**src/core/tspc_pkg.sv**
```systemverilog
// Shared constants, types and helpers for the serial port host controller
`default_nettype none
package tspc_pkg;
   // Device register bus
   localparam int unsigned DEV_AW = 16;
   localparam int unsigned DW = 8;
   localparam logic [DEV_AW-1:0] MODE_ADDR = 16'hFF80;
   localparam logic [DEV_AW-1:0] CLKSEL_ADDR = 16'hFF81;
   localparam logic [DEV_AW-1:0] TXBUF_ADDR = 16'hFF82;
   localparam logic [DEV_AW-1:0] SHIFT_ADDR = 16'hFF83;
   localparam logic [DEV_AW-1:0] DIR_ADDR = 16'hFF21;
   localparam logic [DEV_AW-1:0] LATCH_ADDR = 16'hFF01;

   // Mode register fields
   localparam int unsigned MODE_EN_BIT = 7;
   localparam int unsigned MODE_TRMD_BIT = 6;
   localparam int unsigned MODE_RSVD_BIT = 5;
   localparam int unsigned MODE_DIR_BIT = 4;
   localparam int unsigned MODE_BUSY_BIT = 0;

   // Clock select register fields
   localparam int unsigned CK_CKP_BIT = 4;
   localparam int unsigned CK_DAP_BIT = 3;
   localparam int unsigned CKS_W = 3;
   localparam logic [CKS_W-1:0] CKS_SLAVE = 3'h7;

   // Port 1 pin positions and reset values
   localparam int unsigned PIN_CLK = 0;
   localparam int unsigned PIN_DIN = 1;
   localparam int unsigned PIN_DOUT = 2;
   localparam logic [DW-1:0] REG_ZERO = 8'h00;
   localparam logic [DW-1:0] DIR_RESET = 8'hFF;

   // Host register offsets
   localparam int unsigned HOST_AW = 3;
   localparam logic [HOST_AW-1:0] H_CMD = 3'h0;
   localparam logic [HOST_AW-1:0] H_CFG = 3'h1;
   localparam logic [HOST_AW-1:0] H_TX = 3'h2;
   localparam logic [HOST_AW-1:0] H_RX = 3'h3;
   localparam logic [HOST_AW-1:0] H_STAT = 3'h4;
   localparam logic [HOST_AW-1:0] H_DIV = 3'h5;

   // Host register fields
   localparam int unsigned CMD_CFG = 0;
   localparam int unsigned CMD_XFER = 1;
   localparam int unsigned CMD_REL = 2;
   localparam int unsigned CFG_TRMD = 0;
   localparam int unsigned CFG_LSB = 1;
   localparam int unsigned CFG_CKP = 2;
   localparam int unsigned CFG_DAP = 3;
   localparam int unsigned CFG_CKS = 4;
   localparam int unsigned ST_BUSY = 0;
   localparam int unsigned ST_DONE = 1;
   localparam int unsigned ST_ERR = 2;
   localparam int unsigned ST_DEVB = 3;
   localparam int unsigned ST_CFGD = 4;
   localparam int unsigned ST_STOP = 5;

   // Clock rates and limits
   localparam int unsigned SYS_CLK_HZ = 40_000_000;
   localparam int unsigned MAX_SCLK_HZ = 5_000_000;
   localparam int unsigned PRS_HZ_DEF = 10_000_000;
   localparam logic [DW-1:0] SLV_DIV_MIN = DW'((SYS_CLK_HZ + 2 * MAX_SCLK_HZ - 1) / (2 * MAX_SCLK_HZ) - 1);
   localparam int unsigned BITS_PER_XFER = 8;

   typedef enum logic [3:0] {
      S_IDLE, S_CLK, S_LAT, S_DIR, S_MODE, S_EN, S_REL, S_WAIT, S_GET, S_GEN, S_PGET, S_DGET
   } tspc_state_type;

   // Divided master clock must stay at or below the serial limit
   function automatic logic tspc_speed_ok(input logic [CKS_W-1:0] cks, input int unsigned prs);
      return (cks == CKS_SLAVE) || ((prs >> (int'(cks) + 1)) <= MAX_SCLK_HZ);
   endfunction
endpackage
`default_nettype wire

```
**src/core/tspc_host.sv**
```systemverilog
// Host controller that programs and runs the three-wire serial port
// Contract
// - Software never changes txrx mode bit while busy.
// - Software never changes first-bit order while busy.
// - Software always writes mode bit 5 as zero.
// - Software keeps the serial clock at or below 5 MHz.
// - Software never writes clock select while enable is 1.
// - No slave communication on external clock during STOP.
// - Releasing pins needs mode and clock select both at 00H.
// - Master: clock pin direction 0 and clock pin latch 1.
// - Data out: direction bit and latch both 0.
// - External clock and data in: those direction bits set to 1.
//
// Design decision made here: the plain strobed port.
`default_nettype none
module tspc_host #(
   parameter int unsigned PRS_HZ = tspc_pkg::PRS_HZ_DEF
) (
   input wire logic clk_sys,
   input wire logic rst,
   input wire logic ce,
   input wire logic [tspc_pkg::HOST_AW-1:0] host_addr,
   input wire logic [tspc_pkg::DW-1:0] host_wdata,
   input wire logic host_wr,
   input wire logic host_rd,
   output logic [tspc_pkg::DW-1:0] host_rdata,
   output logic [tspc_pkg::DEV_AW-1:0] dev_addr,
   output logic [tspc_pkg::DW-1:0] dev_wdata,
   output logic dev_wr,
   output logic dev_rd,
   input wire logic [tspc_pkg::DW-1:0] dev_rdata,
   input wire logic dev_stop,
   output logic slv_sclk,
   output logic slv_sclk_oe
);
   import tspc_pkg::*;

   typedef struct packed {
      tspc_state_type st;
      tspc_state_type nxt;
      logic [DEV_AW-1:0] bus_addr;
      logic [DW-1:0] bus_wdata;
      logic bus_wr;
      logic bus_rd;
      logic [DW-1:0] hrdata;
      logic [DW-1:0] cfg;
      logic [DW-1:0] tx;
      logic [DW-1:0] rx;
      logic [DW-1:0] div;
      logic [DW-1:0] last_mode;
      logic done;
      logic err;
      logic cfgd;
      logic devb;
      logic gen;
      logic [2:0] sync;
      logic stop;
   } tspc_host_state_type;

   tspc_host_state_type q;
   tspc_host_state_type d;

   logic gen_done;
   logic gen_busy;
   logic gen_sclk;
   logic [DW-1:0] mode_val;
   logic [DW-1:0] clk_val;
   logic [DW-1:0] dir_val;
   logic [DW-1:0] lat_val;
   logic [DW-1:0] stat_val;
   logic [CKS_W-1:0] cks;
   logic slave_cfg;
   logic trmd_cfg;
   logic idle;
   logic rel_go;
   logic set_done;
   logic set_err;
   logic clr_done;
   logic clr_err;
   logic [2:0] cmd;

   // Device register images built from the host configuration
   always_comb begin
      cks = q.cfg[CFG_CKS +: CKS_W];
      slave_cfg = (cks == CKS_SLAVE);
      trmd_cfg = q.cfg[CFG_TRMD];
      mode_val = REG_ZERO;
      mode_val[MODE_TRMD_BIT] = trmd_cfg;
      mode_val[MODE_DIR_BIT] = q.cfg[CFG_LSB];
      clk_val = REG_ZERO;
      clk_val[CK_CKP_BIT] = q.cfg[CFG_CKP];
      clk_val[CK_DAP_BIT] = q.cfg[CFG_DAP];
      clk_val[CKS_W-1:0] = cks;
      dir_val = DIR_RESET;
      dir_val[PIN_CLK] = slave_cfg;
      dir_val[PIN_DOUT] = ~trmd_cfg;
      lat_val = REG_ZERO;
      lat_val[PIN_CLK] = 1'b1;
      stat_val = REG_ZERO;
      stat_val[ST_BUSY] = (q.st != S_IDLE);
      stat_val[ST_DONE] = q.done;
      stat_val[ST_ERR] = q.err;
      stat_val[ST_DEVB] = q.devb;
      stat_val[ST_CFGD] = q.cfgd;
      stat_val[ST_STOP] = q.stop;
   end

   // Sequencer, host register slave and stop-level synchroniser
   always_comb begin
      d = q;
      d.bus_wr = 1'b0;
      d.bus_rd = 1'b0;
      d.gen = 1'b0;
      d.hrdata = REG_ZERO;
      idle = (q.st == S_IDLE);
      rel_go = 1'b0;
      set_done = 1'b0;
      set_err = 1'b0;
      clr_done = 1'b0;
      clr_err = 1'b0;
      cmd = 3'h0;
      // Stop level counts only when the last two stages agree
      d.sync = {q.sync[1:0], dev_stop};
      if (q.sync[1] == q.sync[2]) begin
         d.stop = q.sync[2];
      end
      // Host writes; settings are locked while a sequence runs
      if (host_wr) begin
         if (host_addr == H_CMD) begin
            cmd = host_wdata[2:0];
         end else if (host_addr == H_CFG) begin
            if (idle) d.cfg = host_wdata;
            else set_err = 1'b1;
         end else if (host_addr == H_TX) begin
            if (idle) d.tx = host_wdata;
            else set_err = 1'b1;
         end else if (host_addr == H_DIV) begin
            if (idle) d.div = host_wdata;
            else set_err = 1'b1;
         end else if (host_addr == H_STAT) begin
            clr_done = host_wdata[ST_DONE];
            clr_err = host_wdata[ST_ERR];
         end
      end
      // Host reads answer in the next cycle only
      if (host_rd) begin
         if (host_addr == H_CFG) d.hrdata = q.cfg;
         else if (host_addr == H_TX) d.hrdata = q.tx;
         else if (host_addr == H_RX) d.hrdata = q.rx;
         else if (host_addr == H_STAT) d.hrdata = stat_val;
         else if (host_addr == H_DIV) d.hrdata = q.div;
      end
      if (!idle && (cmd != 3'h0)) begin
         set_err = 1'b1;
      end
      case (q.st)
         S_IDLE: begin
            if (cmd[CMD_CFG]) begin
               if (!tspc_speed_ok(cks, PRS_HZ) || (slave_cfg && (q.div < SLV_DIV_MIN))) begin
                  set_err = 1'b1;
               end else begin
                  // Disable first so clock select is written with enable low
                  d.bus_wr = 1'b1;
                  d.bus_addr = MODE_ADDR;
                  d.bus_wdata = REG_ZERO;
                  d.cfgd = 1'b0;
                  d.st = S_CLK;
               end
            end else if (cmd[CMD_XFER]) begin
               if (!q.cfgd || (slave_cfg && q.stop)) begin
                  set_err = 1'b1;
               end else if (trmd_cfg) begin
                  d.bus_wr = 1'b1;
                  d.bus_addr = TXBUF_ADDR;
                  d.bus_wdata = q.tx;
                  d.st = S_WAIT;
                  d.nxt = S_GET;
               end else begin
                  d.bus_rd = 1'b1;
                  d.bus_addr = SHIFT_ADDR;
                  d.st = S_WAIT;
                  d.nxt = S_GET;
               end
            end else if (cmd[CMD_REL]) begin
               rel_go = 1'b1;
               d.bus_wr = 1'b1;
               d.bus_addr = MODE_ADDR;
               d.bus_wdata = REG_ZERO;
               d.cfgd = 1'b0;
               d.st = S_REL;
            end
         end
         S_CLK: begin
            d.bus_wr = 1'b1;
            d.bus_addr = CLKSEL_ADDR;
            d.bus_wdata = clk_val;
            d.st = S_LAT;
         end
         S_LAT: begin
            // Latch before direction so the pin never drives a stale level
            d.bus_wr = 1'b1;
            d.bus_addr = LATCH_ADDR;
            d.bus_wdata = lat_val;
            d.st = S_DIR;
         end
         S_DIR: begin
            d.bus_wr = 1'b1;
            d.bus_addr = DIR_ADDR;
            d.bus_wdata = dir_val;
            d.st = S_MODE;
         end
         S_MODE: begin
            d.bus_wr = 1'b1;
            d.bus_addr = MODE_ADDR;
            d.bus_wdata = mode_val;
            d.st = S_EN;
         end
         S_EN: begin
            d.bus_wr = 1'b1;
            d.bus_addr = MODE_ADDR;
            d.bus_wdata = mode_val;
            d.bus_wdata[MODE_EN_BIT] = 1'b1;
            d.cfgd = 1'b1;
            set_done = 1'b1;
            d.st = S_IDLE;
         end
         S_REL: begin
            d.bus_wr = 1'b1;
            d.bus_addr = CLKSEL_ADDR;
            d.bus_wdata = REG_ZERO;
            set_done = 1'b1;
            d.st = S_IDLE;
         end
         S_WAIT: begin
            // Bus strobe is out now; read data arrive next cycle
            d.st = q.nxt;
         end
         S_GET: begin
            if (!trmd_cfg) begin
               d.rx = dev_rdata;
            end
            if (slave_cfg) begin
               d.gen = 1'b1;
               d.st = S_GEN;
            end else begin
               d.bus_rd = 1'b1;
               d.bus_addr = MODE_ADDR;
               d.st = S_WAIT;
               d.nxt = S_PGET;
            end
         end
         S_GEN: begin
            if (gen_done) begin
               d.bus_rd = 1'b1;
               d.bus_addr = MODE_ADDR;
               d.st = S_WAIT;
               d.nxt = S_PGET;
            end
         end
         S_PGET: begin
            d.devb = dev_rdata[MODE_BUSY_BIT];
            d.bus_rd = 1'b1;
            d.st = S_WAIT;
            if (dev_rdata[MODE_BUSY_BIT]) begin
               d.bus_addr = MODE_ADDR;
               d.nxt = S_PGET;
            end else if (trmd_cfg) begin
               // In receive mode this read would start another byte
               d.bus_addr = SHIFT_ADDR;
               d.nxt = S_DGET;
            end else begin
               d.bus_rd = 1'b0;
               set_done = 1'b1;
               d.st = S_IDLE;
            end
         end
         S_DGET: begin
            d.rx = dev_rdata;
            set_done = 1'b1;
            d.st = S_IDLE;
         end
         default: begin
            d.st = S_IDLE;
         end
      endcase
      // Shadow of the mode value last sent to the device
      if (d.bus_wr && (d.bus_addr == MODE_ADDR)) begin
         d.last_mode = d.bus_wdata;
      end
      // Set wins over a clear in the same cycle
      d.done = (q.done & ~clr_done) | set_done;
      d.err = (q.err & ~clr_err) | set_err;
   end

   always_ff @(posedge clk_sys or posedge rst) begin
      if (rst) begin
         q <= '0;
      end else if (ce) begin
         q <= d;
      end
   end

   tspc_sclk_gen #(
      .BITS(BITS_PER_XFER)
   ) u_gen (
      .clk_sys(clk_sys),
      .rst(rst),
      .ce(ce),
      .start(q.gen),
      .half_div(q.div),
      .idle_level(q.cfg[CFG_CKP]),
      .sclk(gen_sclk),
      .busy(gen_busy),
      .done(gen_done)
   );

   // Strobes gated so a frozen cycle never repeats an access
   assign dev_wr = q.bus_wr & ce;
   assign dev_rd = q.bus_rd & ce;
   assign dev_addr = q.bus_addr;
   assign dev_wdata = q.bus_wdata;
   assign host_rdata = q.hrdata;
   assign slv_sclk = gen_sclk;
   assign slv_sclk_oe = q.cfgd & slave_cfg;

   logic mode_wr;
   logic clk_wr;
   logic dir_wr;
   logic lat_wr;
   logic [DW-1:0] last_mode;
   assign mode_wr = dev_wr && (dev_addr == MODE_ADDR);
   assign clk_wr = dev_wr && (dev_addr == CLKSEL_ADDR);
   assign dir_wr = dev_wr && (dev_addr == DIR_ADDR);
   assign lat_wr = dev_wr && (dev_addr == LATCH_ADDR);
   assign last_mode = q.last_mode;
endmodule // tspc_host
`default_nettype wire

```
**src/core/tspc_sclk_gen.sv**
```systemverilog
// Serial clock generator for driving the device in slave mode
`default_nettype none
module tspc_sclk_gen #(
   parameter int unsigned BITS = tspc_pkg::BITS_PER_XFER
) (
   input wire logic clk_sys,
   input wire logic rst,
   input wire logic ce,
   input wire logic start,
   input wire logic [tspc_pkg::DW-1:0] half_div,
   input wire logic idle_level,
   output logic sclk,
   output logic busy,
   output logic done
);
   import tspc_pkg::*;

   localparam int unsigned TW = $clog2(2 * BITS + 1);
   localparam logic [TW-1:0] LAST_TOG = TW'(2 * BITS - 1);

   typedef struct packed {
      logic act;
      logic lvl;
      logic done;
      logic [DW-1:0] cnt;
      logic [TW-1:0] tog;
   } tspc_gen_state_type;

   tspc_gen_state_type q;
   tspc_gen_state_type d;

   // Two toggles per period, idle level restored after the last one
   always_comb begin
      d = q;
      d.done = 1'b0;
      if (start && !q.act) begin
         d.act = 1'b1;
         d.cnt = half_div;
         d.lvl = idle_level;
         d.tog = '0;
      end else if (q.act) begin
         if (q.cnt == '0) begin
            d.cnt = half_div;
            d.lvl = ~q.lvl;
            d.tog = q.tog + TW'(1);
            if (q.tog == LAST_TOG) begin
               d.act = 1'b0;
               d.done = 1'b1;
            end
         end else begin
            d.cnt = q.cnt - 8'h01;
         end
      end else begin
         d.lvl = idle_level;
      end
   end

   always_ff @(posedge clk_sys or posedge rst) begin
      if (rst) begin
         q <= '0;
      end else if (ce) begin
         q <= d;
      end
   end

   assign sclk = q.lvl;
   assign busy = q.act;
   assign done = q.done;

   // Helper: periods seen since start, counted on leaving the idle level
   logic [TW-1:0] periods_q;
   logic lvl_prev_q;
   always_ff @(posedge clk_sys or posedge rst) begin
      if (rst) begin
         periods_q <= '0;
         lvl_prev_q <= 1'b0;
      end else if (ce) begin
         lvl_prev_q <= q.lvl;
         if (start && !q.act) begin
            periods_q <= '0;
         end else if (q.act && (q.lvl != lvl_prev_q) && (q.lvl != idle_level)) begin
            periods_q <= periods_q + TW'(1);
         end
      end
   end
endmodule // tspc_sclk_gen
`default_nettype wire
```
**config.mk**
```make
export PLATFORM = sky130hd
export DESIGN_NAME = tspc_host
export DESIGN_NICKNAME = d
export VERILOG_FILES = /design/src/core/tspc_pkg.sv /design/src/core/tspc_host.sv /design/src/core/tspc_sclk_gen.sv
export SDC_FILE = /design/constraint.sdc
export NUM_CORES = 1
export LEC_CHECK = 0
export ABC_AREA = 1
export BUFFER_PORTS_ARGS = -buffer_cell sky130_fd_sc_hd__clkbuf_2
export CAP_MARGIN = 10
export CORE_AREA = 2 2 98 100
export CTS_CLUSTER_SIZE = 8
export DETAILED_ROUTE_END_ITERATION = 10
export DIE_AREA = 0 0 100 102
export GPL_ROUTABILITY_DRIVEN = 0
export GPL_TIMING_DRIVEN = 0
export PLACE_DENSITY = 0.83
export SYNTH_ARGS = -nofsm -noshare
export SYNTH_HDL_FRONTEND = slang
export SYNTH_HIERARCHICAL = 1
export SYNTH_SLANG_ARGS = --single-unit
```
**constraint.sdc**
```tcl
create_clock -name clk_sys -period 2.55 [get_ports clk_sys]
set_input_delay 0.51 -clock clk_sys [delete_from_list [all_inputs] [get_ports clk_sys]]
set_output_delay 0.51 -clock clk_sys [all_outputs]
set_load 0.03 [all_outputs]
```
## Word-level counts from Yosys, hierarchy flattened

Index checks and enable logic that the tools add are counted.

| cells by class | value |
|---|---|
| $add $sub $neg | 3 |
| magnitude comparators | 2 |
| eq/ne operators | 33 |
| shift operators | 1 |
| mux-type cells | 86 |
| bitwise operators | 14 |
| reduce and logical (&&, ||, !) cells | 40 |

Operators with widths:

| kind | count |
|---|---|
| $pmux W16 S8 | 1 |
| $mux W25 | 4 |
| $mux W8 | 8 |
| $pmux W9 S7 | 1 |
| $mux W20 | 3 |
| $mux W1 | 44 |
| $pmux W4 S9 | 1 |
| $mux W34 | 1 |
| $le A32 B23 Y1 const B | 1 |
| $shr A24 B4 Y32 const A | 1 |
| $mux W4 | 7 |
| $mux W24 | 1 |
| $eq A4 B3 Y1 const B | 4 |
| $eq A4 B4 Y1 const B | 4 |
| $pmux W4 S4 | 1 |
| $pmux W8 S2 | 1 |
| $reduce_and A8 Y1 | 2 |
| $mux W3 | 5 |
| $reduce_and A5 Y1 | 3 |
| $mux W14 | 1 |
| $mux W13 | 1 |
| $ne A3 B3 Y1 const B | 4 |
| $reduce_and A6 Y1 | 2 |
| $eq A3 B3 Y1 const B | 3 |
| other kinds (39) | 75 |

| word-level totals | value |
|---|---|
| flip-flop bits (word level) | 99 |
| input bits | 25 |
| output and inout port bits | 36 |
| logic and storage cells | 202 |

## Depth between registers and ports, before layout

Gate-level depths: netlist (run 1).

| depth | value |
|---|---|
| word-level depth | 13 |
| mapped depth | 12 |
| depth with buffers taken out | 12 |

## Modules after synthesis

Netlist (run 1), hierarchy kept.

Modules (own cells, without submodules):

| module | times used | cells an instance | area an instance (µm²) | sequential area each (µm²) |
|---|---|---|---|---|
| tspc_host | 1 | 532 | 4,083.9 | 1,776.7 |
| tspc_sclk_gen | 1 | 140 | 1,027.2 | 400.4 |

## Least setup slack after synthesis (run 1)

OpenSTA, ideal clock, no wires.

| path | value |
|---|---|
| kind | in2out |
| start point | in ce |
| end point | out dev_rd |
| data arrival time | 1.339 ns |
| slack | 0.701 ns |
| stages | 4 |
| cell sequence | clkbuf_1 > clkbuf_1 > nand2_1 > inv_1 |

| on the way | value |
|---|---|
| cells in the longest elaborated chain, start to end | 1 |

Ends and longest elaborated chain:

| item | RTL line | RTL |
|---|---|---|
| from (decl) | tspc_host.sv:21 | `input wire logic ce,` |
| $and A1 B1 Y1 | tspc_host.sv:319 | `assign dev_rd = q.bus_rd & ce;` |
| to (decl) | tspc_host.sv:30 | `output logic dev_rd,` |

Every way passes these cells.

## Final worst setup path (run 1)

Same ends and word-level chain as after synthesis.

==> metrics.txt, run 1 <==
# TYPE chip_impl_metric gauge
chip_impl_info{name="outcome",value="finished clean"} 1
chip_impl_metric{name="tns",unit="ns"} 0
chip_impl_metric{name="final_hold_violation_count",unit=""} 0
chip_impl_metric{name="synth-async-reset-ratio",unit="%"} 100
chip_impl_metric{name="fin_worst_skew",unit="ns"} 0.0134
chip_impl_metric{name="worst-endpoint-required",unit="ns"} 2.04
chip_impl_metric{name="nNetsFinal",unit=""} 776
chip_impl_metric{name="dp_cells",unit=""} 842
chip_impl_info{name="crit_type",value="in -> out"} 1
chip_impl_metric{name="holdWs",unit="ns"} 0.231
chip_impl_metric{name="ctsHtreeMaxLevel",unit=""} 3
chip_impl_metric{name="antenna-diode-count",unit=""} 0
chip_impl_info{name="yosysTopAreaCell",value="sky130_fd_sc_hd__dfrtp_1"} 1
chip_impl_metric{name="place.detailed.hpwl",unit="mm"} 9.71
chip_impl_metric{name="ant_nets",unit=""} 0
chip_impl_metric{name="total_power",unit="mW"} 5.78
chip_impl_metric{name="min_period",unit="ns"} 2.38
chip_impl_metric{name="drt-initial-drc-count",unit=""} 424
chip_impl_metric{name="cts_sinks",unit=""} 87
chip_impl_metric{name="r2r_setup_slack",unit="ns"} 0.51
chip_impl_metric{name="grt_usage",unit="%"} 26.7
chip_impl_metric{name="detailedRoute.firstPassIterationCount",unit=""} 5
chip_impl_metric{name="syn_area",unit="µm²"} 5110
chip_impl_metric{name="ir_drop_worst_vdd",unit="mV"} 0.487
chip_impl_metric{name="avgSynthCellArea",unit="µm²"} 7.61
chip_impl_metric{name="max_transition_margin",unit="%"} 43.0
chip_impl_metric{name="route.detailed.vias_per_inst",unit=""} 5.60
chip_impl_metric{name="drt-met1-wl",unit="mm"} 5.36
chip_impl_info{name="worstSetupEndpointType",value="primary output"} 1
chip_impl_info{name="clock_tree_from_tritoncts",value="built"} 1
chip_impl_metric{name="coreArea",unit="µm²"} 9110
chip_impl_metric{name="clkLatencyLatePin",unit="ns"} 0.38
chip_impl_info{name="timing.critical_path.from_type",value="input port"} 1
chip_impl_info{name="reg_to_reg_end",value="dev_addr[1]$_DFFE_PP0P_"} 1
chip_impl_metric{name="layout-drive-gt1-share",unit="%"} 20.3
chip_impl_metric{name="worst_slew_pin_slew",unit="ns"} 0.854
chip_impl_info{name="min_path_type",value="in -> async"} 1
chip_impl_metric{name="drt_wl_total",unit="mm"} 12.8
chip_impl_info{name="worst_r2r_startpoint",value="cks[0]$_DFFE_PP0P_"} 1
chip_impl_metric{name="post_cts.repair.setup_buffers",unit=""} 0
chip_impl_metric{name="routedWlPerCell",unit="µm"} 14.9
chip_impl_metric{name="cts.reportedPaths.clkPinSlew",unit="ns"} 0.09
chip_impl_metric{name="portBuffers",unit=""} 56
chip_impl_metric{name="die_area",unit="µm²"} 10200
chip_impl_metric{name="timing.max_cap.violations",unit=""} 0
chip_impl_metric{name="dr_wl_met3",unit="mm"} 1.11
chip_impl_metric{name="first_global_vias",unit=""} 4558
chip_impl_info{name="cts.root.buffer_cell",value="sky130_fd_sc_hd__clkbuf_8"} 1
chip_impl_metric{name="timing.reg2reg.worst_path_depth",unit=""} 12
chip_impl_metric{name="drcViolationCount",unit=""} 0
chip_impl_metric{name="grt_start_max_net_pins",unit=""} 72
chip_impl_metric{name="postSynthCellCount",unit=""} 672
chip_impl_metric{name="final_std_cells_w_o_fill",unit=""} 858
chip_impl_metric{name="hold_buffers",unit=""} 0
chip_impl_metric{name="ioPinCount",unit=""} 61
chip_impl_metric{name="dieHeight",unit="µm"} 102
chip_impl_metric{name="filler_cell_count",unit=""} 789
chip_impl_metric{name="synth-seq-area-share",unit="%"} 42.6
chip_impl_info{name="rsz_0062_raised_after_global_routing",value="false"} 1
chip_impl_metric{name="timing.final.setup_violations",unit=""} 0
chip_impl_metric{name="grt_first_pass_wirelength",unit="mm"} 21.5
chip_impl_metric{name="crit_path_max_fanout",unit=""} 10
chip_impl_metric{name="maximum_clock_frequency",unit="GHz"} 0.421
chip_impl_metric{name="routed-via-count",unit=""} 4802
chip_impl_metric{name="finalCritPeriodShare",unit="%"} 93.2
chip_impl_metric{name="flow.area_growth_from_synthesis",unit="%"} 12.2
chip_impl_metric{name="grt_overflow_total",unit=""} 0
chip_impl_info{name="synth.area.top_cells",value="sky130_fd_sc_hd__dfrtp_1, sky130_fd_sc_hd__nand2_1, sky130_fd_sc_hd__o21ai_0"} 1
chip_impl_metric{name="met2_length",unit="mm"} 5.91
chip_impl_metric{name="synth_enable_flop_cells",unit=""} 0
chip_impl_metric{name="floorplan.initialDensity",unit="%"} 56.1
chip_impl_metric{name="yosys_register_bits",unit=""} 87
chip_impl_metric{name="cts_buffers",unit=""} 9
chip_impl_metric{name="fp-row-count",unit=""} 35
chip_impl_metric{name="power.density_cell_area",unit="nW/µm²"} 1010
chip_impl_metric{name="die-width",unit="µm"} 100
chip_impl_metric{name="synthDistinctLibCells",unit=""} 46
chip_impl_metric{name="max-clock-path-buffers",unit=""} 2
chip_impl_metric{name="critical_path_arrival",unit="ns"} 1.87
chip_impl_metric{name="cellLeakagePower",unit="nW"} 3.00
chip_impl_metric{name="initial_antenna_violation_count",unit=""} 0
chip_impl_info{name="uppermost_signal_routing_layer_after_detailed_routing",value="met4"} 1
chip_impl_metric{name="synth.yosys.warnings",unit=""} 6
chip_impl_metric{name="yosysTopAreaCellShare",unit="%"} 42.6
chip_impl_info{name="yosys_most_used_dff",value="sky130_fd_sc_hd__dfrtp_1"} 1
chip_impl_metric{name="maxSlewViolCount",unit=""} 0
chip_impl_metric{name="cts-resized-gates",unit=""} 0
## per-layer routing
layer	track usage (%)	vias up
li1	-	2288
met2	43.1	261
met1	35.6	2203
met3	4.92	50
met5	0	-
met4	11.3	0
## sequential cells by signal, summed over array words and instances, names as in the netlist
| name | count |
|---|---|
| cks | 3 |
| u_gen/q | 13 |
| d | 2 |
| u_gen/busy | 1 |
| host_rdata | 8 |
| clk_val | 2 |
| mode_val | 2 |
| dev_addr | 5 |
| q | 41 |
| dev_wdata | 8 |
| u_gen/sclk | 1 |
| u_gen/done | 1 |
## placed cells by master, fill, tap and decap left out, types with 3 or more instances in the layout
master	instances
sky130_fd_sc_hd__nand2_1	192
sky130_fd_sc_hd__dfrtp_1	87
sky130_fd_sc_hd__inv_1	66
sky130_fd_sc_hd__o21ai_0	66
sky130_fd_sc_hd__clkbuf_2	56
sky130_fd_sc_hd__nor2_1	54
sky130_fd_sc_hd__nand3_1	38
sky130_fd_sc_hd__buf_4	32
sky130_fd_sc_hd__a21oi_1	18
sky130_fd_sc_hd__clkbuf_8	10
sky130_fd_sc_hd__ha_1	9
sky130_fd_sc_hd__nor2_2	8
sky130_fd_sc_hd__a31oi_1	8
sky130_fd_sc_hd__clkbuf_1	7
sky130_fd_sc_hd__nor2_4	7
sky130_fd_sc_hd__o21ai_1	7
sky130_fd_sc_hd__o21ai_2	7
sky130_fd_sc_hd__inv_2	6
sky130_fd_sc_hd__o211ai_1	6
sky130_fd_sc_hd__a22oi_1	5
sky130_fd_sc_hd__o21bai_1	5
sky130_fd_sc_hd__mux2_2	4
sky130_fd_sc_hd__conb_1	4
sky130_fd_sc_hd__nand3_2	3
sky130_fd_sc_hd__o22ai_1	3
sky130_fd_sc_hd__nand4_1	3
## power breakdown
part | switching [mW] | total [mW] | internal, mW
sequential | 0.512 | 2.38 | 1.87
combinational | 1.56 | 2.46 | 0.905
clock | 0.551 | 0.945 | 0.394
## cells by family after synthesis
logic type / share of synthesized area [%]
AND/OR/NAND/NOR: 27.1
other: 0.0734
AO/OA/AOI/OAI: 14.7
multiplexers: 1.30
buffers and inverters: 11.6
XOR/XNOR: 0.343
flip-flops: 42.6
adder cells (fa/ha/maj): 2.20
## critical path: stages
cell                       delay (ns)
sky130_fd_sc_hd__clkbuf_2        0.13
sky130_fd_sc_hd__clkbuf_1        0.42
sky130_fd_sc_hd__clkbuf_1        0.42
sky130_fd_sc_hd__nand2_1         0.10
sky130_fd_sc_hd__inv_1           0.07
sky130_fd_sc_hd__clkbuf_2        0.20
## Yosys cell counts (2+ instances only)
| master | n |
|---|---|
| sky130_fd_sc_hd__dfrtp_1 | 87 |
| sky130_fd_sc_hd__nand3_1 | 38 |
| sky130_fd_sc_hd__inv_1 | 67 |
| sky130_fd_sc_hd__a211oi_1 | 2 |
| sky130_fd_sc_hd__or2_2 | 2 |
| sky130_fd_sc_hd__nand4_1 | 3 |
| sky130_fd_sc_hd__a31oi_1 | 8 |
| sky130_fd_sc_hd__nor3b_1 | 2 |
| sky130_fd_sc_hd__nor2_2 | 8 |
| sky130_fd_sc_hd__mux2_2 | 4 |
| sky130_fd_sc_hd__ha_1 | 9 |
| sky130_fd_sc_hd__o21ai_1 | 7 |
| sky130_fd_sc_hd__inv_2 | 6 |
| sky130_fd_sc_hd__nand2_2 | 2 |
| sky130_fd_sc_hd__buf_4 | 32 |
| sky130_fd_sc_hd__nand3_2 | 3 |
| sky130_fd_sc_hd__o21ai_0 | 66 |
| sky130_fd_sc_hd__o21bai_1 | 5 |
| sky130_fd_sc_hd__nand2_4 | 2 |
| sky130_fd_sc_hd__buf_6 | 2 |
| sky130_fd_sc_hd__nand2_1 | 192 |
| sky130_fd_sc_hd__o21ai_2 | 7 |
| sky130_fd_sc_hd__clkbuf_1 | 7 |
| sky130_fd_sc_hd__nor2_4 | 7 |
| sky130_fd_sc_hd__o211ai_1 | 6 |
| sky130_fd_sc_hd__o22ai_1 | 3 |
| sky130_fd_sc_hd__a21oi_1 | 18 |
| sky130_fd_sc_hd__o21a_1 | 2 |
| sky130_fd_sc_hd__nor2_1 | 54 |
| sky130_fd_sc_hd__a22oi_1 | 5 |
## how the worst max path moves through the flow
stage,start,to,cells after the start
floorplan,rst,cks[0]$_DFFE_PP0P_,1
global placement,rst,q[31]$_DFFE_PP0P_,2
detailed placement,ce,dev_rd,6
finish,ce,dev_rd,6
global route,ce,dev_rd,6
CTS,ce,dev_rd,6
## through the flow
| step | area, µm² | util (%) | worst slack [ns] |
|---|---|---|---|
| 2_1_floorplan | 5120 | - | 0.243 |
| 3_3_place_gp | 5540 | 60.8 | -0.545 |
| 5_1_grt | 5730 | 63.0 | 0.134 |
| 3_5_place_dp | 5540 | 60.9 | 0.197 |
| 6_report | 5730 | 63.0 | 0.174 |
| 4_1_cts | 5730 | 63.0 | 0.192 |
## area by class of cell
| cell class | instances | area (µm²) | area share, % |
|---|---|---|---|
| Buffer | 44 | 317 | 5.52 |
| Inverter | 74 | 280 | 4.89 |
| Tap cell | 111 | 139 | 2.42 |
| Clock inverter | 6 | 52.6 | 0.916 |
| Sequential cell | 87 | 2180 | 38.0 |
| Multi-Input combinational cell | 470 | 2350 | 41.0 |
| Timing Repair Buffer | 56 | 280 | 4.89 |
| Clock buffer | 10 | 138 | 2.40 |
(Power assumes the default switching activity.)
==> run 2, diff against run 1 <==
- BUFFER_PORTS_ARGS: -buffer_cell sky130_fd_sc_hd__clkbuf_2 -> unset
- DONT_BUFFER_PORTS: unset -> 1
- GPL_TIMING_DRIVEN: 0 -> unset
- PLACE_DENSITY: 0.83 -> 0.77
==> metrics.txt, run 2 (synthesis results as in run 1) <==
# TYPE chip_impl_metric gauge
chip_impl_info{name="clock_tree_from_tritoncts",value="built"} 1
chip_impl_metric{name="fin_worst_skew",unit="ns"} 0.0127
chip_impl_metric{name="maximum_clock_frequency",unit="GHz"} 0.457
chip_impl_metric{name="worst-path-buf-inv",unit=""} 0
chip_impl_metric{name="hold_buffers",unit=""} 0
chip_impl_metric{name="layout-drive-gt1-share",unit="%"} 10.1
chip_impl_info{name="layout_common_cells",value="sky130_fd_sc_hd__nand2_1, sky130_fd_sc_hd__dfrtp_1, sky130_fd_sc_hd__inv_1, sky130_fd_sc_hd__o21ai_0, sky130_fd_sc_hd__nor2_1"} 1
chip_impl_metric{name="nNetsFinal",unit=""} 682
chip_impl_metric{name="drt_wl_total",unit="mm"} 12.5
chip_impl_metric{name="routedWlPerCell",unit="µm"} 16.4
chip_impl_metric{name="drt-initial-drc-count",unit=""} 413
chip_impl_metric{name="portBuffers",unit=""} 0
chip_impl_metric{name="flow.area_growth_from_synthesis",unit="%"} 1.62
chip_impl_metric{name="clkLatencyLatePin",unit="ns"} 0.36
chip_impl_metric{name="filler_cell_count",unit=""} 846
chip_impl_info{name="biggestRegsByFlops",value="q (41), u_gen/q (13)"} 1
chip_impl_metric{name="timing.final.setup_violations",unit=""} 0
chip_impl_metric{name="cts-resized-gates",unit=""} 0
chip_impl_metric{name="maxSlewViolCount",unit=""} 0
chip_impl_info{name="outcome",value="finished clean"} 1
chip_impl_metric{name="cell_area_after_layout",unit="µm²"} 5190
chip_impl_metric{name="final_hold_violation_count",unit=""} 0
chip_impl_metric{name="place.detailed.hpwl",unit="mm"} 9.65
chip_impl_metric{name="worst_slew_pin_slew",unit="ns"} 0.644
chip_impl_info{name="register_containing_the_most_flip_flops_in_the_final_layout",value="q"} 1
chip_impl_metric{name="ant_nets",unit=""} 0
chip_impl_metric{name="die_area",unit="µm²"} 10200
chip_impl_metric{name="detailedPlace.worstSlack",unit="ns"} 0.603
chip_impl_metric{name="final_core_util",unit="%"} 57.0
chip_impl_metric{name="holdWs",unit="ns"} 0.0739
chip_impl_metric{name="total_power",unit="mW"} 5.48
chip_impl_metric{name="cellLeakagePower",unit="nW"} 2.60
chip_impl_metric{name="crit_path_max_fanout",unit=""} 7
chip_impl_metric{name="tns",unit="ns"} 0
chip_impl_metric{name="cts_buffers",unit=""} 9
chip_impl_metric{name="drcViolationCount",unit=""} 0
chip_impl_info{name="crit_type",value="reg -> out"} 1
chip_impl_info{name="min_path_type",value="in -> async"} 1
chip_impl_metric{name="power.density_cell_area",unit="nW/µm²"} 1060
chip_impl_info{name="worstSetupEndpointType",value="primary output"} 1
chip_impl_info{name="rsz_0062_raised_after_global_routing",value="false"} 1
chip_impl_info{name="cpLargestDelayFamily",value="simple AND/OR/NAND/NOR gates"} 1
chip_impl_metric{name="min_period",unit="ns"} 2.19
chip_impl_info{name="layout_commonest_cell",value="sky130_fd_sc_hd__nand2_1"} 1
chip_impl_metric{name="placedInstanceArea",unit="µm²"} 5000
chip_impl_info{name="timing.critical_path.from_type",value="register"} 1
chip_impl_metric{name="final_std_cells_w_o_fill",unit=""} 764
chip_impl_metric{name="dieHeight",unit="µm"} 102
chip_impl_metric{name="timing.max_cap.violations",unit=""} 0
chip_impl_metric{name="cts_sinks",unit=""} 87
chip_impl_metric{name="post_cts.repair.setup_buffers",unit=""} 0
chip_impl_metric{name="die-width",unit="µm"} 100
chip_impl_metric{name="routed-via-count",unit=""} 4409
chip_impl_metric{name="worst-endpoint-required",unit="ns"} 2.04
chip_impl_metric{name="grt_usage",unit="%"} 25.8
chip_impl_metric{name="largest_register_ffs",unit=""} 41
chip_impl_info{name="cpMaxStageDelayCell",value="sky130_fd_sc_hd__nor2_1"} 1
chip_impl_metric{name="max-clock-path-buffers",unit=""} 2
chip_impl_metric{name="ioPinCount",unit=""} 61
chip_impl_metric{name="finalCritPeriodShare",unit="%"} 85.9
chip_impl_metric{name="ir_drop_worst_vdd",unit="mV"} 0.391
chip_impl_metric{name="critical_path_arrival",unit="ns"} 1.68
chip_impl_metric{name="floorplan.initialDensity",unit="%"} 56.1
chip_impl_metric{name="grt_first_pass_wirelength",unit="mm"} 20.6
chip_impl_metric{name="detailedRoute.firstPassIterationCount",unit=""} 8
chip_impl_metric{name="dp_cells",unit=""} 748
chip_impl_info{name="worstPathCellList",value="ha_1 -> nand2_1 -> nor2_1"} 1
chip_impl_metric{name="antenna-diode-count",unit=""} 0
chip_impl_metric{name="cts.reportedPaths.clkPinSlew",unit="ns"} 0.10
chip_impl_metric{name="max_transition_margin",unit="%"} 57.0
chip_impl_metric{name="grt_start_max_net_pins",unit=""} 47
chip_impl_metric{name="grt_overflow_total",unit=""} 0
chip_impl_metric{name="r2r_setup_slack",unit="ns"} 0.56
chip_impl_metric{name="route.detailed.vias_per_inst",unit=""} 5.77
chip_impl_metric{name="initial_antenna_violation_count",unit=""} 0
chip_impl_metric{name="final.setup.worst_slack",unit="ns"} 0.360
chip_impl_metric{name="first_global_vias",unit=""} 4175
chip_impl_metric{name="fp-row-count",unit=""} 35
chip_impl_metric{name="ctsHtreeMaxLevel",unit=""} 3
chip_impl_metric{name="critPathMaxStageDelay",unit="ns"} 0.51
chip_impl_info{name="cts.root.buffer_cell",value="sky130_fd_sc_hd__clkbuf_8"} 1
chip_impl_metric{name="coreArea",unit="µm²"} 9110
## run 2: changes by cell type in the layout (fill, tap and decap cells not counted), moves of 2 or more
cell,change
sky130_fd_sc_hd__buf_4,-27
sky130_fd_sc_hd__buf_6,-2
sky130_fd_sc_hd__clkbuf_1,-7
sky130_fd_sc_hd__clkbuf_2,-56
## run 2: report_power, final
part | switching, mW | total, mW | internal, mW
clock | 0.545 | 0.939 | 0.395
sequential | 0.705 | 2.57 | 1.86
combinational | 1.29 | 1.97 | 0.686
## run 2: worst reg2reg max path: cells and delay by family, from the launching register on
family                   cells  cell delay (ns)
adder cells (fa/ha/maj)      1             0.31
buffers and inverters        1             0.15
flip-flops                   1             0.45
AND/OR/NAND/NOR             10             1.04
## run 2: final timing paths
check | from | end | cells after the start
min in group clk_sys | ce | q[5]$_DFFE_PP0P_ | 1
worst max-delay path | cks[1]$_DFFE_PP0P_ | slv_sclk_oe | 3
worst max register to register | cks[0]$_DFFE_PP0P_ | dev_addr[5]$_DFFE_PP0P_ | 12
worst min register to register | d[3]$_DFFE_PP0P_ | d[3]$_DFFE_PP0P_ | 2
worst min-delay path | rst | q[88]$_DFFE_PP0P_ | 1
max in group asynchronous | rst | q[23]$_DFFE_PP0P_ | 2
## run 2: cell type report
| class | instances | area (µm²) | area share [%] |
|---|---|---|---|
| multi-input cells | 470 | 2350 | 45.3 |
| well taps | 111 | 139 | 2.67 |
| flip-flops and latches | 87 | 2180 | 41.9 |
| clock buffers | 10 | 138 | 2.65 |
| clock inverters | 6 | 52.6 | 1.01 |
| repair buffers | 6 | 57.6 | 1.11 |
| inverters | 74 | 278 | 5.35 |
## run 2: routing by layer
metal	global-route usage [%]	share of wire, %
met1	34.0	42
met2	41.7	46
met3	7.25	9.2
met4	8.32	2.5
met5	0	0
==> run 3, diff against run 2 <==
==> constraint.sdc (replaced) <==
create_clock -name clk_sys -period 2.55 [get_ports clk_sys]
set_input_delay 0.3825 -clock clk_sys [delete_from_list [all_inputs] [get_ports clk_sys]]
set_output_delay 0.3825 -clock clk_sys [all_outputs]
set_load 0.03 [all_outputs]
==> metrics.txt, run 3 (synthesis results as in run 1) <==
# TYPE chip_impl_metric gauge
chip_impl_metric{name="initial_antenna_violation_count",unit=""} 0
chip_impl_metric{name="grt_start_max_net_pins",unit=""} 72
chip_impl_metric{name="drt_wl_total",unit="mm"} 12.3
chip_impl_metric{name="timing.reg2reg.worst_path_depth",unit=""} 12
chip_impl_metric{name="clkLatencyLatePin",unit="ns"} 0.37
chip_impl_metric{name="final_std_cells_w_o_fill",unit=""} 763
chip_impl_info{name="worstSetupEndpointType",value="primary output"} 1
chip_impl_metric{name="fp-row-count",unit=""} 35
chip_impl_metric{name="largest_register_ffs",unit=""} 41
chip_impl_metric{name="die_area",unit="µm²"} 10200
chip_impl_metric{name="ant_nets",unit=""} 0
chip_impl_info{name="biggestRegsByFlops",value="q (41), u_gen/q (13)"} 1
chip_impl_metric{name="total_power",unit="mW"} 5.40
chip_impl_metric{name="coreArea",unit="µm²"} 9110
chip_impl_metric{name="ioPinCount",unit=""} 61
chip_impl_info{name="min_path_type",value="in -> reg"} 1
chip_impl_metric{name="routedWlPerCell",unit="µm"} 16.1
chip_impl_metric{name="power.density_cell_area",unit="nW/µm²"} 1040
chip_impl_metric{name="cts_buffers",unit=""} 9
chip_impl_metric{name="fin_worst_skew",unit="ns"} 0.0133
chip_impl_metric{name="nNetsFinal",unit=""} 681
chip_impl_metric{name="worst_slew_pin_slew",unit="ns"} 0.653
chip_impl_metric{name="r2r_setup_slack",unit="ns"} 0.50
chip_impl_metric{name="worst-endpoint-required",unit="ns"} 2.17
chip_impl_metric{name="filler_cell_count",unit=""} 864
chip_impl_metric{name="grt_overflow_total",unit=""} 0
chip_impl_metric{name="cellLeakagePower",unit="nW"} 2.58
chip_impl_info{name="register_containing_the_most_flip_flops_in_the_final_layout",value="q"} 1
chip_impl_metric{name="maxSlewViolCount",unit=""} 0
chip_impl_metric{name="cell_area_after_layout",unit="µm²"} 5170
chip_impl_metric{name="min_period",unit="ns"} 2.06
chip_impl_metric{name="die-width",unit="µm"} 100
chip_impl_metric{name="timing.final.setup_violations",unit=""} 0
chip_impl_metric{name="dp_cells",unit=""} 746
chip_impl_info{name="reg_to_reg_end",value="dev_addr[7]$_DFFE_PP0P_"} 1
chip_impl_metric{name="portBuffers",unit=""} 0
chip_impl_info{name="worst_r2r_startpoint",value="cks[0]$_DFFE_PP0P_"} 1
chip_impl_metric{name="detailedRoute.firstPassIterationCount",unit=""} 5
chip_impl_metric{name="floorplan.initialDensity",unit="%"} 56.1
chip_impl_metric{name="hold_depth",unit=""} 1
chip_impl_info{name="holdCritStartpoint",value="ce"} 1
chip_impl_metric{name="final_hold_violation_count",unit=""} 0
chip_impl_metric{name="ctsHtreeMaxLevel",unit=""} 3
chip_impl_info{name="worstPathCellList",value="ha_1 -> nand2_1 -> nor2_1"} 1
chip_impl_metric{name="cts_sinks",unit=""} 87
chip_impl_metric{name="timing.max_cap.violations",unit=""} 0
chip_impl_info{name="holdPathEnd",value="u_gen/done$_DFFE_PP0P_"} 1
chip_impl_info{name="layout_common_cells",value="sky130_fd_sc_hd__nand2_1, sky130_fd_sc_hd__dfrtp_1, sky130_fd_sc_hd__inv_1, sky130_fd_sc_hd__o21ai_0, sky130_fd_sc_hd__nor2_1"} 1
chip_impl_metric{name="place.detailed.hpwl",unit="mm"} 9.35
chip_impl_metric{name="max_transition_margin",unit="%"} 56.8
chip_impl_metric{name="critPathMaxStageDelay",unit="ns"} 0.52
chip_impl_metric{name="maximum_clock_frequency",unit="GHz"} 0.486
chip_impl_metric{name="flow.area_growth_from_synthesis",unit="%"} 1.22
chip_impl_info{name="cpMaxStageDelayCell",value="sky130_fd_sc_hd__nor2_1"} 1
chip_impl_metric{name="finalCritPeriodShare",unit="%"} 80.6
chip_impl_metric{name="ir_drop_worst_vdd",unit="mV"} 0.486
chip_impl_metric{name="grt_usage",unit="%"} 25.1
chip_impl_metric{name="max-clock-path-buffers",unit=""} 2
chip_impl_metric{name="route.detailed.vias_per_inst",unit=""} 5.76
chip_impl_metric{name="dieHeight",unit="µm"} 102
chip_impl_metric{name="grt_first_pass_wirelength",unit="mm"} 19.8
chip_impl_metric{name="final.setup.worst_slack",unit="ns"} 0.494
chip_impl_metric{name="post_cts.repair.setup_buffers",unit=""} 0
chip_impl_metric{name="layout-drive-gt1-share",unit="%"} 9.66
chip_impl_info{name="crit_type",value="reg -> out"} 1
chip_impl_metric{name="register_cell_area_after_layout",unit="µm²"} 2180
chip_impl_metric{name="final_core_util",unit="%"} 56.8
chip_impl_info{name="rsz_0062_raised_after_global_routing",value="false"} 1
chip_impl_metric{name="tns",unit="ns"} 0
chip_impl_metric{name="antenna-diode-count",unit=""} 0
chip_impl_metric{name="detailedPlace.worstSlack",unit="ns"} 0.522
chip_impl_metric{name="crit_path_max_fanout",unit=""} 7
chip_impl_info{name="layout_commonest_cell",value="sky130_fd_sc_hd__nand2_1"} 1
chip_impl_metric{name="multi_input_comb_area",unit="µm²"} 2350
chip_impl_metric{name="first_global_vias",unit=""} 4119
chip_impl_metric{name="routed-via-count",unit=""} 4393
chip_impl_metric{name="drcViolationCount",unit=""} 0
chip_impl_info{name="timing.critical_path.from_type",value="register"} 1
chip_impl_info{name="cts.root.buffer_cell",value="sky130_fd_sc_hd__clkbuf_8"} 1
chip_impl_metric{name="drt-initial-drc-count",unit=""} 321
chip_impl_metric{name="placedInstanceArea",unit="µm²"} 4990
chip_impl_info{name="outcome",value="finished clean"} 1
chip_impl_metric{name="cts.reportedPaths.clkPinSlew",unit="ns"} 0.09
chip_impl_metric{name="holdWs",unit="ns"} 0.104
chip_impl_info{name="clock_tree_from_tritoncts",value="built"} 1
chip_impl_metric{name="critical_path_arrival",unit="ns"} 1.67
## run 3: final cells by class
type	count	share of cell area, %
multi-input combinational	470	45.4
clock inverter	6	0.919
tap	111	2.68
inverter	74	5.37
timing repair buffer	5	1.02
clock buffer	10	2.47
sequential	87	42.1
## run 3: how the worst max path moves through the flow
stage | start | endpoint | slack, ns | cells after the start
floorplan | rst | cks[0]$_DFFE_PP0P_ | 0.37 | 1
global route | cks[0]$_DFFE_PP0P_ | dev_addr[7]$_DFFE_PP0P_ | 0.30 | 12
finish | cks[1]$_DFFE_PP0P_ | slv_sclk_oe | 0.49 | 3
detailed placement | cks[0]$_DFFE_PP0P_ | dev_addr[7]$_DFFE_PP0P_ | 0.52 | 12
global placement | cks[0]$_DFFE_PP0P_ | dev_addr[5]$_DFFE_PP0P_ | 0.69 | 12
CTS | cks[1]$_DFFE_PP0P_ | slv_sclk_oe | 0.46 | 3
## run 3: per-layer routing
metal  wire length, µm  GRT usage [%]  vias to the layer above  part of all wire, %
met5                 0              0                        -                    0
met4               270           8.75                        0                  2.2
met3              1120           6.02                       31                  9.1
met2              5730           40.7                      213                   47
met1              5160           33.4                     2061                   42
li1                  -              -                     2088                    -
## run 3: power by group
group          leakage [nW]  switching, mW  total [mW]  internal (mW)
clock                0.0747          0.523       0.880          0.357
sequential             1.12          0.707        2.57           1.86
combinational          1.38           1.27        1.95          0.685
total                  2.58           2.50        5.40           2.90
## run 3: critical path: cells and delay by family, from the launching register on
| family | cells | cell delay [ns] |
|---|---|---|
| flip-flops | 1 | 0.46 |
| AND/OR/NAND/NOR | 2 | 0.63 |
| adder cells (fa/ha/maj) | 1 | 0.22 |
## run 3: what timing repair did
item	4_1_cts	5_1_grt
hold endpoints to repair	84	0
gates resized for setup	0	0
hold buffers	1	0
